## config.mk

```make
export PLATFORM = sky130hd
export DESIGN_NAME = csm_channel
export DESIGN_NICKNAME = d
export VERILOG_FILES = /design/src/inc/csm_pkg.sv /design/src/hdl/csm_channel.sv
export SDC_FILE = /design/constraint.sdc
export NUM_CORES = 1
export LEC_CHECK = 0
export BUFFER_PORTS_ARGS = -buffer_cell sky130_fd_sc_hd__buf_2
export CORE_MARGIN = 1.5
export CORE_UTILIZATION = 35
export DETAILED_ROUTE_END_ITERATION = 7
export GPL_TIMING_DRIVEN = 0
export HOLD_SLACK_MARGIN = 0.03
export PLACE_DENSITY = 0.52
export SETUP_SLACK_MARGIN = 0.02
export SYNTH_ARGS = -nofsm -noshare
export SYNTH_HDL_FRONTEND = slang
export SYNTH_SLANG_ARGS = --single-unit
```

## constraint.sdc

```tcl
create_clock -name mclk -period 9.4 [get_ports mclk]
set_input_delay 0 -clock mclk [delete_from_list [all_inputs] [get_ports mclk]]
set_output_delay 0 -clock mclk [all_outputs]
set_load 0.02 [all_outputs]
```

## src/inc/csm_pkg.sv

```systemverilog
// Purpose: Constants for the clocked serial master channel
// Assumes: Avalon-MM byte addresses, one 32-bit word per register
// Notes: Upper 16 bits of every register read as zero

package csm_pkg;
    // ----------------------------------------
    // Register byte offsets
    // ----------------------------------------
    localparam logic [4:0] CSM_OFS_MODE = 5'h00;
    localparam logic [4:0] CSM_OFS_SETUP = 5'h04;
    localparam logic [4:0] CSM_OFS_DATA = 5'h08;
    localparam logic [4:0] CSM_OFS_OUTLVL = 5'h0C;
    localparam logic [4:0] CSM_OFS_START = 5'h10;
    localparam logic [4:0] CSM_OFS_STOP = 5'h14;
    localparam logic [4:0] CSM_OFS_STAT = 5'h18;
    localparam logic [4:0] CSM_OFS_PRE = 5'h1C;
    localparam logic [4:0] CSM_OFS_OEN = 5'h20;
    // ----------------------------------------
    // Field positions
    // ----------------------------------------
    localparam int CSM_B_OPSEL = 15;
    localparam int CSM_B_ISRC = 0;
    localparam int CSM_B_TXE = 15;
    localparam int CSM_B_RXE = 14;
    localparam int CSM_B_DAP = 13;
    localparam int CSM_B_CKP = 12;
    localparam int CSM_B_DIR = 7;
    localparam int CSM_B_DLS = 0;
    localparam int CSM_B_DIV_LO = 9;
    localparam int CSM_B_CKO = 8;
    localparam int CSM_B_SO = 0;
    localparam int CSM_B_CH = 0;
    localparam int CSM_B_OVF_CLR = 2;
    // ----------------------------------------
    // Reset values
    // ----------------------------------------
    localparam logic [7:0] CSM_RST_PRE = 8'h00;
    localparam logic [7:0] CSM_RST_DATA = 8'h00;
    localparam logic CSM_RST_CKO = 1'h1;
    localparam logic CSM_RST_SO = 1'h1;
    // ----------------------------------------
    // Last half-period index per word
    // ----------------------------------------
    localparam logic [4:0] CSM_LAST_7 = 5'h0D;
    localparam logic [4:0] CSM_LAST_8 = 5'h0F;

    typedef enum logic [1:0] {
        CSM_IDLE = 2'h1,
        CSM_SHIFT = 2'h2
    } csm_state_t;
endpackage

```

## src/hdl/csm_channel.sv

```systemverilog
// Purpose: One clocked serial master channel, receive and transmit/receive
// Assumes: Inputs synchronous to mclk; Avalon-MM slave with waitrequest
// Notes: Prescaler, divider and serial clock are enables of mclk only
//
// Added by the designer: the placing of the registers and the Avalon-MM register port.

`timescale 1ns/1ps
`default_nettype none

// Contract
// - Receive mode drives clock, samples input only
// - Transmit/receive shifts out and in together
// - Mode bit picks transfer-end or buffer-empty interrupt
// - Only receive overrun is flagged
// - Length bit picks seven or eight bits
// - Direction bit picks MSB or LSB first
// - Clock-select bit picks prescaler clock A or B
// - Data register upper bits set clock division
// - Phase bit adds half-period data lead
// - Polarity bit inverts the serial clock
// - Writing low byte starts word; dummy FFH
// - Low byte is data, upper bits divider
// - Mode bit may change during operation
// - New write replaces pending transmit data
module csm_channel
    import csm_pkg::*;
(
    input wire logic mclk,
    input wire logic srst,
    input wire logic [5:0] avs_address,
    input wire logic avs_read,
    input wire logic avs_write,
    input wire logic [31:0] avs_writedata,
    input wire logic [3:0] avs_byteenable,
    output logic [31:0] avs_readdata,
    output logic avs_waitrequest,
    output logic serial_clock_pin,
    input wire logic serial_in_pin,
    output logic serial_out_pin,
    output logic serial_out_en,
    output logic channel_transfer_irq
);
    // ----------------------------------------
    // Helpers
    // ----------------------------------------
    function automatic logic pre_tick(input logic [15:0] cnt, input logic [3:0] e);
        logic [15:0] m;
        m = (16'h0001 << e) - 16'h0001;
        return (cnt & m) == m;
    endfunction

    function automatic logic [4:0] last_ph(input logic dls, input logic dap);
        logic [4:0] b;
        b = dls ? CSM_LAST_8 : CSM_LAST_7;
        return b + {4'h0, dap};
    endfunction

    function automatic logic [7:0] fix_rx(input logic [7:0] r, input logic dls,
                                          input logic dir);
        logic [7:0] v;
        v = r;
        if (!dls) begin
            v = dir ? {1'h0, r[7:1]} : {1'h0, r[6:0]};
        end
        return v;
    endfunction

    // ----------------------------------------
    // Bus slave
    // ----------------------------------------
    logic ack_reg;
    logic wr_en;
    logic [31:0] rd_next;
    logic [4:0] addr;
    assign addr = avs_address[4:0];
    assign avs_waitrequest = (avs_read | avs_write) & ~ack_reg;
    assign wr_en = avs_write & ack_reg;

    always_ff @(posedge mclk) begin
        if (srst) begin
            ack_reg <= 1'h0;
        end else begin
            ack_reg <= (avs_read | avs_write) & ~ack_reg;
        end
    end

    // ----------------------------------------
    // Control registers
    // ----------------------------------------
    logic opsel_reg, isrc_reg;
    logic txe_reg, rxe_reg, dap_reg, ckp_reg, dir_reg, dls_reg;
    logic [6:0] div_reg;
    logic cko_reg, so_reg, soe_reg, en_reg;
    logic [7:0] pre_reg;
    logic wr_lo, wr_hi;

    function automatic logic hit(input logic [4:0] a, input logic [4:0] o,
                                 input logic w, input logic be);
        return w && be && (a == o);
    endfunction

    assign wr_lo = hit(addr, CSM_OFS_DATA, wr_en, avs_byteenable[0]);
    assign wr_hi = hit(addr, CSM_OFS_DATA, wr_en, avs_byteenable[1]);

    always_ff @(posedge mclk) begin
        if (srst) begin
            opsel_reg <= 1'h0;
            isrc_reg <= 1'h0;
        end else begin
            if (hit(addr, CSM_OFS_MODE, wr_en, avs_byteenable[1])) begin
                opsel_reg <= avs_writedata[CSM_B_OPSEL];
            end
            if (hit(addr, CSM_OFS_MODE, wr_en, avs_byteenable[0])) begin
                isrc_reg <= avs_writedata[CSM_B_ISRC];
            end
        end
    end

    always_ff @(posedge mclk) begin
        if (srst) begin
            txe_reg <= 1'h0;
            rxe_reg <= 1'h0;
            dap_reg <= 1'h0;
            ckp_reg <= 1'h0;
            dir_reg <= 1'h0;
            dls_reg <= 1'h0;
        end else begin
            if (hit(addr, CSM_OFS_SETUP, wr_en, avs_byteenable[1])) begin
                txe_reg <= avs_writedata[CSM_B_TXE];
                rxe_reg <= avs_writedata[CSM_B_RXE];
                dap_reg <= avs_writedata[CSM_B_DAP];
                ckp_reg <= avs_writedata[CSM_B_CKP];
            end
            if (hit(addr, CSM_OFS_SETUP, wr_en, avs_byteenable[0])) begin
                dir_reg <= avs_writedata[CSM_B_DIR];
                dls_reg <= avs_writedata[CSM_B_DLS];
            end
        end
    end

    always_ff @(posedge mclk) begin
        if (srst) begin
            div_reg <= 7'h00;
            cko_reg <= CSM_RST_CKO;
            so_reg <= CSM_RST_SO;
            soe_reg <= 1'h0;
            pre_reg <= CSM_RST_PRE;
        end else begin
            if (wr_hi) begin
                div_reg <= avs_writedata[15:CSM_B_DIV_LO];
            end
            if (hit(addr, CSM_OFS_OUTLVL, wr_en, avs_byteenable[1])) begin
                cko_reg <= avs_writedata[CSM_B_CKO];
            end
            if (hit(addr, CSM_OFS_OUTLVL, wr_en, avs_byteenable[0])) begin
                so_reg <= avs_writedata[CSM_B_SO];
            end
            if (hit(addr, CSM_OFS_OEN, wr_en, avs_byteenable[0])) begin
                soe_reg <= avs_writedata[CSM_B_CH];
            end
            if (hit(addr, CSM_OFS_PRE, wr_en, avs_byteenable[0])) begin
                pre_reg <= avs_writedata[7:0];
            end
        end
    end

    // ----------------------------------------
    // Prescaler and divider enables
    // ----------------------------------------
    logic [15:0] pre_cnt_reg;
    logic op_tick, half_end;
    logic [6:0] dcnt_reg;
    csm_state_t state_reg;
    logic [4:0] ph_reg;
    logic load, done;

    // Both prescaler outputs share one counter so their edges align
    assign op_tick = opsel_reg ? pre_tick(pre_cnt_reg, pre_reg[7:4])
                               : pre_tick(pre_cnt_reg, pre_reg[3:0]);
    assign half_end = (state_reg == CSM_SHIFT) && op_tick && (dcnt_reg == div_reg);

    always_ff @(posedge mclk) begin
        if (srst) begin
            pre_cnt_reg <= 16'h0000;
        end else begin
            pre_cnt_reg <= pre_cnt_reg + 16'h0001;
        end
    end

    always_ff @(posedge mclk) begin
        if (srst || load) begin
            dcnt_reg <= 7'h00;
        end else if (op_tick) begin
            dcnt_reg <= (dcnt_reg == div_reg) ? 7'h00 : dcnt_reg + 7'h01;
        end
    end

    // ----------------------------------------
    // Transfer sequencing
    // ----------------------------------------
    logic [7:0] tx_buf_reg, tx_sh_reg, rx_sh_reg, rx_data_reg;
    logic bff_reg, unread_reg, ovf_reg, irq_reg;
    logic stop_wr, start_wr, rd_data, ovf_clr, sample, shift_out;

    assign stop_wr = hit(addr, CSM_OFS_STOP, wr_en, avs_byteenable[0])
                     && avs_writedata[CSM_B_CH];
    assign start_wr = hit(addr, CSM_OFS_START, wr_en, avs_byteenable[0])
                      && avs_writedata[CSM_B_CH];
    assign rd_data = avs_read && ack_reg && (addr == CSM_OFS_DATA);
    assign ovf_clr = hit(addr, CSM_OFS_STAT, wr_en, avs_byteenable[0])
                     && avs_writedata[CSM_B_OVF_CLR];
    assign done = half_end && (ph_reg == last_ph(dls_reg, dap_reg));
    // Next word starts right after the last so continuous mode has no gap
    assign load = en_reg && bff_reg && !stop_wr && ((state_reg == CSM_IDLE) || done);
    assign sample = half_end && !ph_reg[0];
    assign shift_out = half_end && ph_reg[0] && !done;

    always_ff @(posedge mclk) begin
        if (srst || stop_wr) begin
            en_reg <= 1'h0;
        end else if (start_wr) begin
            en_reg <= 1'h1;
        end
    end

    always_ff @(posedge mclk) begin
        if (srst || stop_wr) begin
            state_reg <= CSM_IDLE;
            ph_reg <= 5'h00;
        end else if (load) begin
            state_reg <= CSM_SHIFT;
            ph_reg <= 5'h00;
        end else begin
            case (state_reg)
                CSM_IDLE: begin
                    ph_reg <= 5'h00;
                end
                CSM_SHIFT: begin
                    if (done) begin
                        state_reg <= CSM_IDLE;
                    end else if (half_end) begin
                        ph_reg <= ph_reg + 5'h01;
                    end
                end
                default: begin
                    state_reg <= CSM_IDLE;
                end
            endcase
        end
    end

    // Pending byte: a write always wins over the load that empties it
    always_ff @(posedge mclk) begin
        if (srst) begin
            tx_buf_reg <= CSM_RST_DATA;
            bff_reg <= 1'h0;
        end else if (wr_lo) begin
            tx_buf_reg <= avs_writedata[7:0];
            bff_reg <= 1'h1;
        end else if (load || stop_wr) begin
            bff_reg <= 1'h0;
        end
    end

    always_ff @(posedge mclk) begin
        if (srst) begin
            tx_sh_reg <= 8'h00;
        end else if (load) begin
            tx_sh_reg <= tx_buf_reg;
        end else if (shift_out) begin
            tx_sh_reg <= dir_reg ? {1'h0, tx_sh_reg[7:1]}
                                 : {tx_sh_reg[6:0], 1'h0};
        end
    end

    always_ff @(posedge mclk) begin
        if (srst || load) begin
            rx_sh_reg <= 8'h00;
        end else if (sample) begin
            rx_sh_reg <= dir_reg ? {serial_in_pin, rx_sh_reg[7:1]}
                                 : {rx_sh_reg[6:0], serial_in_pin};
        end
    end

    // Receive side; overrun set beats a same-cycle clear
    always_ff @(posedge mclk) begin
        if (srst) begin
            rx_data_reg <= CSM_RST_DATA;
            unread_reg <= 1'h0;
            ovf_reg <= 1'h0;
        end else begin
            if (done && rxe_reg) begin
                rx_data_reg <= fix_rx(rx_sh_reg, dls_reg, dir_reg);
                unread_reg <= 1'h1;
            end else if (rd_data) begin
                unread_reg <= 1'h0;
            end
            if (done && rxe_reg && unread_reg && !rd_data) begin
                ovf_reg <= 1'h1;
            end else if (ovf_clr) begin
                ovf_reg <= 1'h0;
            end
        end
    end

    always_ff @(posedge mclk) begin
        if (srst) begin
            irq_reg <= 1'h0;
        end else begin
            irq_reg <= (done && !isrc_reg) || (load && isrc_reg);
        end
    end

    // ----------------------------------------
    // Pins and read data
    // ----------------------------------------
    logic active, out_bit;
    assign active = (state_reg == CSM_SHIFT) && (ph_reg[0] == dap_reg);
    assign out_bit = dir_reg ? tx_sh_reg[0] : (dls_reg ? tx_sh_reg[7] : tx_sh_reg[6]);
    assign serial_clock_pin = active ? ckp_reg : cko_reg;
    assign serial_out_pin = (state_reg == CSM_SHIFT && txe_reg) ? out_bit : so_reg;
    assign serial_out_en = soe_reg;
    assign channel_transfer_irq = irq_reg;

    always_comb begin
        rd_next = 32'h0000_0000;
        case (addr)
            CSM_OFS_MODE: begin
                rd_next[CSM_B_OPSEL] = opsel_reg;
                rd_next[CSM_B_ISRC] = isrc_reg;
            end
            CSM_OFS_SETUP: begin
                rd_next[CSM_B_TXE] = txe_reg;
                rd_next[CSM_B_RXE] = rxe_reg;
                rd_next[CSM_B_DAP] = dap_reg;
                rd_next[CSM_B_CKP] = ckp_reg;
                rd_next[CSM_B_DIR] = dir_reg;
                rd_next[CSM_B_DLS] = dls_reg;
            end
            CSM_OFS_DATA: begin
                rd_next[15:CSM_B_DIV_LO] = div_reg;
                rd_next[7:0] = rx_data_reg;
            end
            CSM_OFS_OUTLVL: begin
                rd_next[CSM_B_CKO] = cko_reg;
                rd_next[CSM_B_SO] = so_reg;
            end
            CSM_OFS_STAT: begin
                rd_next[3:0] = {en_reg, ovf_reg, bff_reg, state_reg == CSM_SHIFT};
            end
            CSM_OFS_PRE: begin
                rd_next[7:0] = pre_reg;
            end
            CSM_OFS_OEN: begin
                rd_next[CSM_B_CH] = soe_reg;
            end
            default: begin
                rd_next = 32'h0000_0000;
            end
        endcase
    end

    always_ff @(posedge mclk) begin
        if (srst) begin
            avs_readdata <= 32'h0000_0000;
        end else if (avs_read && !ack_reg) begin
            avs_readdata <= rd_next;
        end
    end

    // ----------------------------------------
    // Checks
    // ----------------------------------------
    logic [3:0] smp_cnt;
    always_ff @(posedge mclk) begin
        if (srst || load) begin
            smp_cnt <= 4'h0;
        end else if (sample) begin
            smp_cnt <= smp_cnt + 4'h1;
        end
    end
endmodule

`default_nettype wire

```

======== Word-level counts from Yosys, hierarchy flattened ========
Index checks and enable logic that the tools add are counted.
operators by class
  $add $sub $neg .......................... 6
  equal/unequal tests ..................... 18
  shift operators ......................... 2
  mux-type cells .......................... 33
  bitwise logic cells ..................... 6
  reductions and logical operators ........ 56
operators with widths
  operator               number
  $mux 8                 5
  $logic_and 1x1->1      36
  $and 16x16->16         2
  $eq 16x16->1           2
  $shl 1x4->16 const A   2
  $sub 16x1->16 const B  2
  $eq 5x5->1 const B     4
  $add 16x1->16 const B  1
  $mux 7                 2
  $mux 1                 12
  $pmux 3 s2             2
  $eq 5x4->1 const B     2
  $mux 5                 2
  $pmux 5 s2             1
  $reduce_bool 2->1      5
  $pmux 3 s3             1
  $add 7x1->7 const B    1
  $eq 7x7->1             1
  $logic_not 1->1        6
  $mux 2                 3
  $ne 2x2->1 const B     3
  $pmux 1 s3             2
  $pmux 1 s6             1
  $add 4x1->5            1
  other kinds (17)       22
storage, ports and cells
  register bits after elaboration ......... 109
  bits of input ports ..................... 47
  output and inout port bits .............. 37
  word-level logic and storage cells ...... 148

======== Longest topological paths before layout ========
Gate-level depths: netlist of run 1.
  depth in word-level cells ............... 13
  depth in mapped cells ................... 14
  depth with buffers taken out ............ 11

======== Least setup slack after synthesis of run 1 ========
Ideal clock, no wire load.
  kind .................................... register -> register
  from .................................... register pre_reg[1]
  to ...................................... register tx_sh_reg[4]
  library setup time ...................... 0.126 ns
  data arrival time ....................... 3.286 ns
  data required time ...................... 9.274 ns
  path slack .............................. 5.988 ns
  cell stages (with the launch flop) ...... 12
  path buffers ............................ 1
  clock period less this slack ............ 3.412 ns
  cells stage by stage .................... dfxtp_1 > or4_4 > ha_1 > nor2_1 > a211oi_1 > o221ai_1 > or4_4 > nor4_4 > o2111ai_1 > o211ai_2 > buf_4 > o22ai_1
between the ends
  word-level cells in the longest chain between the ends .. 11
  elaborated cells between the ends (all ways) .. 15
  those cells by class .................... add/sub: 1; eq/ne: 1; shift: 1; mux: 2; bitwise: 1; reduce/logical: 9
RTL lines
  element                                                     RTL line                                source
  start: declaration                                          csm_channel.sv:94                       logic [7:0] pre_reg;
  start signal: assignment                                    csm_channel.sv:162                      pre_reg <= avs_writedata[7:0];
  $shl 1x4->16 *                                              csm_channel.sv:48                       m = (16'h0001 << e) - 16'h0001;
  $sub 16x1->16 *                                             csm_channel.sv:48
  $and 16x16->16                                              csm_channel.sv:49                       return (cnt & m) == m;
  $eq 16x16->1 *                                              csm_channel.sv:49
  $mux 1 *                                                    csm_channel.sv:178                      assign op_tick = opsel_reg ? pre_tick(pre_cnt_reg, pre_reg[7:4])
  $logic_and 1x1->1 * (2 in a row)                            csm_channel.sv:180                      assign half_end = (state_reg == CSM_SHIFT) && op_tick && (dcnt_reg == div_reg);
  $logic_and 1x1->1                                           csm_channel.sv:212                      assign done = half_end && (ph_reg == last_ph(dls_reg, dap_reg));
  $logic_or 1x1->1 / $logic_not 1->1 (equally long branches)  csm_channel.sv:214, csm_channel.sv:216
  $logic_and 1x1->1 (on tied branches)                        csm_channel.sv:214, csm_channel.sv:216
  $mux 8 / $reduce_bool 2->1 (equally long branches)          --
  end signal: assignment                                      csm_channel.sv:269                      tx_sh_reg <= tx_buf_reg;
  end signal: assignment                                      csm_channel.sv:271                      tx_sh_reg <= dir_reg ? {1'h0, tx_sh_reg[7:1]}
  end: declaration                                            csm_channel.sv:201                      logic [7:0] tx_buf_reg, tx_sh_reg, rx_sh_reg, rx_data_reg;
Every way passes the cells marked *; elsewhere a longest branch is shown, timed or not.
A chain may end at the register's enable or synchronous reset.

======== Final worst setup path of run 1 ========
  from .................................... register pre_reg[2]
  to ...................................... register rx_sh_reg[2]
between the ends
  word-level cells in the longest chain between the ends .. 11
  elaborated cells between the ends (all ways) .. 12
  those cells by class .................... add/sub: 1; eq/ne: 1; shift: 1; mux: 1; bitwise: 1; reduce/logical: 7
RTL lines
  element                           RTL line            source
  $shl 1x4->16 *                    csm_channel.sv:48
  $sub 16x1->16 *                   csm_channel.sv:48
  $and 16x16->16                    csm_channel.sv:49
  $eq 16x16->1 *                    csm_channel.sv:49
  $mux 1 *                          csm_channel.sv:178
  $logic_and 1x1->1 * (2 in a row)  csm_channel.sv:180
  $logic_and 1x1->1                 csm_channel.sv:212
  $logic_or 1x1->1                  csm_channel.sv:214  assign load = en_reg && bff_reg && !stop_wr && ((state_reg == CSM_IDLE) || done);
  $logic_and 1x1->1                 csm_channel.sv:214
  $logic_or 1x1->1                  --
  end signal: assignment            csm_channel.sv:280  rx_sh_reg <= dir_reg ? {serial_in_pin, rx_sh_reg[7:1]}
  end: declaration                  csm_channel.sv:201
Marked as above.

==> run_results.csv, run 1 <==
group,metric,value,unit
run_status,status,"completed",
die,core,0.0159,sq mm
clock_tree,clkTransAtPathRegs,0.08,ns
synthesis,ys_warn_count,0,
clock_tree,cts_buffer_depth,2,
finish,synthToLayoutAreaGrowth,18.7,%
finish,antenna_cells,0,
clock_tree,cts_buffers,9,
clock_tree,root_buffer,"clkbuf_16",
setup_path,slowest_stage,"or4_4",
sta,maxSlewViolCount,0,
power_and_ir_drop,power.total,0.936,mW
die,io_pins,84,
global_route,grt_pass1_wl,26200,um
setup_path,critPathCaptureType,"register",
finish,nets,841,
clock_tree,postCtsHoldBufs,19,
route,firstDrtPassIters,5,
sta,min_period_over_period,47.1,%
route,via_per_inst,5.30,
finish,multi_input_area,0.00324,sq mm
setup_path,critPathMaxStageDelay,0.52,ns
sta,whs,0.0447,ns
sta,setup_tns,0,ns
global_route,grt_max_degree,20,
clock_tree,clock_sinks,108,
setup_path,cp_max_fo,10,
sta,final_hold_viol_count,0,
route,drt_iter0_drc,313,
synthesis,synth_edf_count,0,
finish,layout_commonest_cell,"dfxtp_1",
synthesis,yosys.area.top_type,"dfxtp_1",
finish,seqCellArea,0.00216,sq mm
route,routedWlPerCell,16.2,um
sta,setup_viol,0,
global_route,overflow,0,
min_path,hp-class,"input port to register",
sta,slew_headroom,19.3,%
synthesis,synthCells,696,
setup_path,path_cells,"clkbuf_1, nor2_1, nand3b_1, ha_1, buf_2, nor2_1, a21boi_0, o221ai_1, or4_4, nor4_4, o2111ai_1, o211ai_2, buf_2, nor2_1",
synthesis,synth_area,0.00568,sq mm
synthesis,syn_area_per_cell,8.15,sq um
power_and_ir_drop,peakVddDrop,0.0886,mV
route,drc,0,
setup_path,path_class,"register to register",
global_route,grt_use_total,20.1,%
die,num_rows,46,
sta,fmax,0.226,GHz
finish,mostFrequentLayoutCells,"108 x dfxtp_1, 93 x nand2_1, 69 x nor2_1",
synthesis,synth_ff_type,"dfxtp_1",
setup_path,cpMostUsedCell,"nor2_1",
flow_run,maxCapViolCount,0,
global_route,antenna_found_initial,0,
placement,dpl.hpwl,12600,um
synthesis,synth-seq-cells,108,
setup_path,worstSetupStartpointType,"register",
clock_tree,cts_tree,"yes",
placement,postPlaceCellArea,0.00624,sq mm
setup_path,worstPathArrival,4.67,ns
finish,nFillCells,1661,
finish,fin_area,0.00674,sq mm
route,routed_wl,16300,um
sta,period_minus_slack,4.42,ns
power_and_ir_drop,power_density,139,mW/mm^2
sta,tightest_slew,1.20,ns
clock_tree,clk_latency,0.36,ns
die,fp.dieArea,0.0170,sq mm
route,drtAntennaViolNets,0,
sta,clock_skew,0.00833,ns
setup_path,required,9.65,ns
die,dieWidth,130,um
power_and_ir_drop,p_leak,2.61,nW
synthesis,synthTopCellsByArea,"dfxtp_1 38%, nand2_1 6.2%, mux2_2 5.2%, a21oi_1 5.1%, nor2_1 4.6%",
route,vias,5345,
synthesis,yosysSeqAreaShare,38.1,%
clock_tree,post_cts_buffers,0,
sta,rsz0062_at_grt,"false",
clock_tree,ctsResizeCount,0,
placement,place.gp.congestion,0.925,
synthesis,synth_top_area_share,38.1,%
clock_tree,h-tree-depth,3,
synthesis,synthArstFlopShare,0,%
placement,port_buffers,47,
global_route,grt_pass1_vias,5027,
finish,final_core_util,42.4,%
die,start_util,35.7,%
finish,final_layout_size_suffix_gt1_share,15.9,%
die,dieHeight,130,um
synthesis,synth_cell_types,63,
finish,largest_reg_flops,16,
critical path: cells and delay by family (launching register included):
family | cells | cell delay, ns
DFF | 1 | 0.38
and+or+nand+nor | 6 | 1.45
adders and majority gates | 1 | 0.21
AOI/OAI and AO/OA | 4 | 1.26
buffers and inverters | 3 | 1.00
final cells by class:
type / count / share of cell area [%]
Timing Repair Buffer: 66 / 6.31
Tap cell: 216 / 4.01
Sequential cell: 108 / 32.1
Multi-Input combinational cell: 532 / 48.1
Clock buffer: 9 / 3.34
Inverter: 10 / 0.557
Clock inverter: 7 / 1.21
Buffer: 61 / 4.44
per-layer routing:
layer  track usage (%)  wire length [um]  vias up
met1              27.6              7930     2555
li1                  -                 -     2633
met3              4.80               947       11
met5                 0                 0        -
met4              4.01               133        0
met2              32.4              7310      146
through the flow:
stage | instances | setup slack, ns
finish | 1009 | 4.98
global route | 1009 | 4.66
CTS | 1009 | 4.78
detailed placement | 974 | 4.81
global placement | 974 | 4.91
floorplan | 711 | 5.99
synthesized netlist by cell type, drive strengths merged, types with 9 or more instances:
master / number
nor2: 69
mux2i: 23
buf: 27
dfxtp: 108
xor2: 13
nand3: 46
o211ai: 10
or3: 9
clkbuf: 34
xnor2: 10
inv: 9
o21ai: 19
and3: 9
nand2: 93
o22ai: 9
nor3: 17
a21oi: 58
mux2: 26
cell families (layout without fill, tap and decap cells):
family | Yosys count | after routing | synth area share, %
adders and majority gates | 6 | 6 | 1.32
muxes | 50 | 50 | 9.61
other | 1 | 16 | 0.0661
buffers and inverters | 71 | 153 | 5.93
DFF | 108 | 108 | 38.1
and+or+nand+nor | 291 | 291 | 24.6
xor gates and xnor gates | 23 | 23 | 3.55
AOI/OAI and AO/OA | 146 | 146 | 16.8
final timing paths:
kind / start / endpoint / slack [ns] / cells past startpoint
max reg2reg: pre_reg[2] / rx_sh_reg[2] / 4.98 / 14
max: pre_reg[2] / rx_sh_reg[2] / 4.98 / 14
min: serial_in_pin / rx_sh_reg[0] / 0.04 / 4
min reg2reg: avs_readdata[10] / avs_readdata[10] / 0.46 / 2
report_power, final:
group          switching [mW]  internal (mW)
clock network           0.188          0.212
registers             0.00377          0.461
logic                  0.0450         0.0260
total                   0.237          0.699
Power figures use the tool's default switching activity.
==> run 2, diff against run 1 <==
Clock period 9.4 ns to 4.17 ns, I/O delays scaled along.
==> run_results.csv, run 2 (synthesized netlist as in run 1, its figures left out) <==
group,metric,value,unit
finish,final_layout_size_suffix_gt1_share,17.1,%
placement,port_buffers,47,
clock_tree,cts_buffers,9,
sta,slew_headroom,12.4,%
finish,layout_commonest_cell,"dfxtp_1",
power_and_ir_drop,peakVddDrop,0.199,mV
sta,period_minus_slack,3.87,ns
die,core,0.0159,sq mm
route,firstDrtPassIters,5,
setup_path,cp_top_family,"simple AND/OR/NAND/NOR gates",
sta,min_period_over_period,92.8,%
setup_path,critPathMaxStageDelay,0.52,ns
setup_path,path_buf_inv,3,
setup_path,worstSetupStartpointType,"register",
clock_tree,root_buffer,"clkbuf_16",
sta,setup_tns,0,ns
die,io_pins,84,
route,vias,5372,
setup_path,required,4.44,ns
die,dieWidth,130,um
route,via_per_inst,5.28,
power_and_ir_drop,pwr-share-clk,42.7,%
die,dieHeight,130,um
placement,dpl.hpwl,12600,um
global_route,antenna_found_initial,0,
placement,dp_cells,974,
power_and_ir_drop,power_density,310,mW/mm^2
sta,rsz0062_at_grt,"false",
die,num_rows,46,
finish,fin_area,0.00681,sq mm
sta,fmax,0.259,GHz
global_route,grt_max_degree,20,
route,drtAntennaViolNets,0,
finish,nets,849,
sta,maxSlewViolCount,0,
route,drc,0,
min_path,holdPathStages,4,
power_and_ir_drop,p_leak,2.66,nW
setup_path,cpMostUsedCell,"nor2_1",
run_status,status,"completed",
die,fp.dieArea,0.0170,sq mm
power_and_ir_drop,swShare,25.3,%
setup_path,cp-startpoint,"pre_reg[2]",
setup_path,crit-reg2reg-launch,"pre_reg[2]",
clock_tree,cts_tree,"yes",
route,routedWlPerCell,16.1,um
min_path,min-delay-start,"serial_in_pin",
sta,tightest_slew,1.30,ns
finish,antenna_cells,0,
clock_tree,h-tree-depth,3,
clock_tree,clock_sinks,108,
finish,stdcell_count,1017,
global_route,met2_usage,32.4,%
setup_path,timing.rr.end,"tx_sh_reg[7]",
route,drt_iter0_drc,334,
sta,clock_skew,0.00820,ns
global_route,grt_pass1_wl,26300,um
clock_tree,clkTransAtPathRegs,0.08,ns
global_route,overflow,0,
route,routed_wl,16400,um
setup_path,critPathCaptureType,"register",
setup_path,rr_worst_depth,14,
setup_path,path_depth,14,
flow_run,maxCapViolCount,0,
sta,whs,0.0455,ns
setup_path,cp_max_fo,10,
power_and_ir_drop,p_comb_share,7.7,%
die,start_util,35.7,%
finish,nFillCells,1659,
global_route,grt_busiest_layer,"met2",
min_path,hp-class,"input port to register",
finish,mostFrequentLayoutCells,"108 x dfxtp_1, 93 x nand2_1, 69 x nor2_1",
global_route,grt_pass1_vias,5033,
power_and_ir_drop,p_int,1.58,mW
placement,place.gp.congestion,0.925,
sta,setup_viol,0,
power_and_ir_drop,seqPwrFrac,49.6,%
setup_path,r2r_slack,0.30,ns
setup_path,slowest_stage,"or4_4",
power_and_ir_drop,p_sw,0.535,mW
setup_path,path_cells,"clkbuf_2, nor2_1, nand3b_1, ha_1, buf_2, nor2_1, a21boi_0, o221ai_1, or4_4, nor4_4, buf_4, o2111ai_4, or3b_1, a311oi_1",
finish,synthToLayoutAreaGrowth,20.0,%
placement,postPlaceCellArea,0.00624,sq mm
setup_path,path_class,"register to register",
global_route,grt_use_met1,27.6,%
sta,final_hold_viol_count,0,
finish,largest_reg_flops,16,
clock_tree,clk_latency,0.36,ns
clock_tree,cts_buffer_depth,2,
global_route,use_met3,4.80,%
setup_path,endpoint,"tx_sh_reg[7]",
setup_path,worstPathArrival,4.14,ns
global_route,grt_use_total,20.1,%
-- run 2: timing repair --
action                                  4_1_cts  5_1_grt
setup buffers                                 1        7
pin swaps                                     1        4
gates resized for setup                       1        6
endpoints found under the setup margin       41       39
hold endpoints to repair                     35        0
hold buffers                                 19        0
-- run 2: worst min path at each step --
| stage | endpoint |
|---|---|
| floorplan | tx_buf_reg[0] |
| detailed placement | div_reg[2] |
| global placement | div_reg[2] |
| global route | rx_sh_reg[0] |
| finish | rx_sh_reg[0] |
| CTS | rx_sh_reg[7] |
-- run 2: power by group through the flow --
stage | Sequential (mW) | Combinational (mW) | Clock [mW]
2_1_floorplan | 1.08 | 0.0852 | 0
5_1_grt | 1.05 | 0.176 | 0.970
6_report | 1.05 | 0.162 | 0.902
3_3_place_gp | 1.07 | 0.143 | 0
3_5_place_dp | 1.07 | 0.144 | 0
4_1_cts | 1.05 | 0.159 | 0.925
-- run 2: routing by layer --
| metal | wire length (um) | up-vias |
|---|---|---|
| met2 | 7360 | 142 |
| met4 | 129 | 0 |
| met1 | 7950 | 2574 |
| li1 | - | 2647 |
| met5 | 0 | - |
| met3 | 936 | 9 |
-- run 2: cell type report --
| cell class | instances | area (sq um) | share of cell area (%) |
|---|---|---|---|
| clock buffers | 9 | 225 | 3.31 |
| repair buffers | 74 | 485 | 7.13 |
| multi-input cells | 532 | 3240 | 47.6 |
| well taps | 216 | 270 | 3.97 |
| inverters | 10 | 37.5 | 0.551 |
| flip-flops and latches | 108 | 2160 | 31.8 |
| plain buffers | 61 | 303 | 4.45 |
| clock inverters | 7 | 81.3 | 1.19 |
-- run 2: worst register-to-register path, stage by stage (launching register included) --
cell	delay (ns)
dfxtp_1	0.38
clkbuf_2	0.28
nor2_1	0.13
nand3b_1	0.10
ha_1	0.21
buf_2	0.23
nor2_1	0.08
a21boi_0	0.20
o221ai_1	0.14
or4_4	0.52
nor4_4	0.28
buf_4	0.22
o2111ai_4	0.27
or3b_1	0.49
a311oi_1	0.25
-- run 2: through the flow --
stage,setup WS (ns),util [%],total power [mW]
2_1_floorplan,0.758,-,1.16
3_3_place_gp,-0.317,39.3,1.22
3_5_place_dp,-0.420,39.3,1.22
4_1_cts,0.0467,42.5,2.13
5_1_grt,0.0436,42.9,2.20
6_report,0.302,42.9,2.11
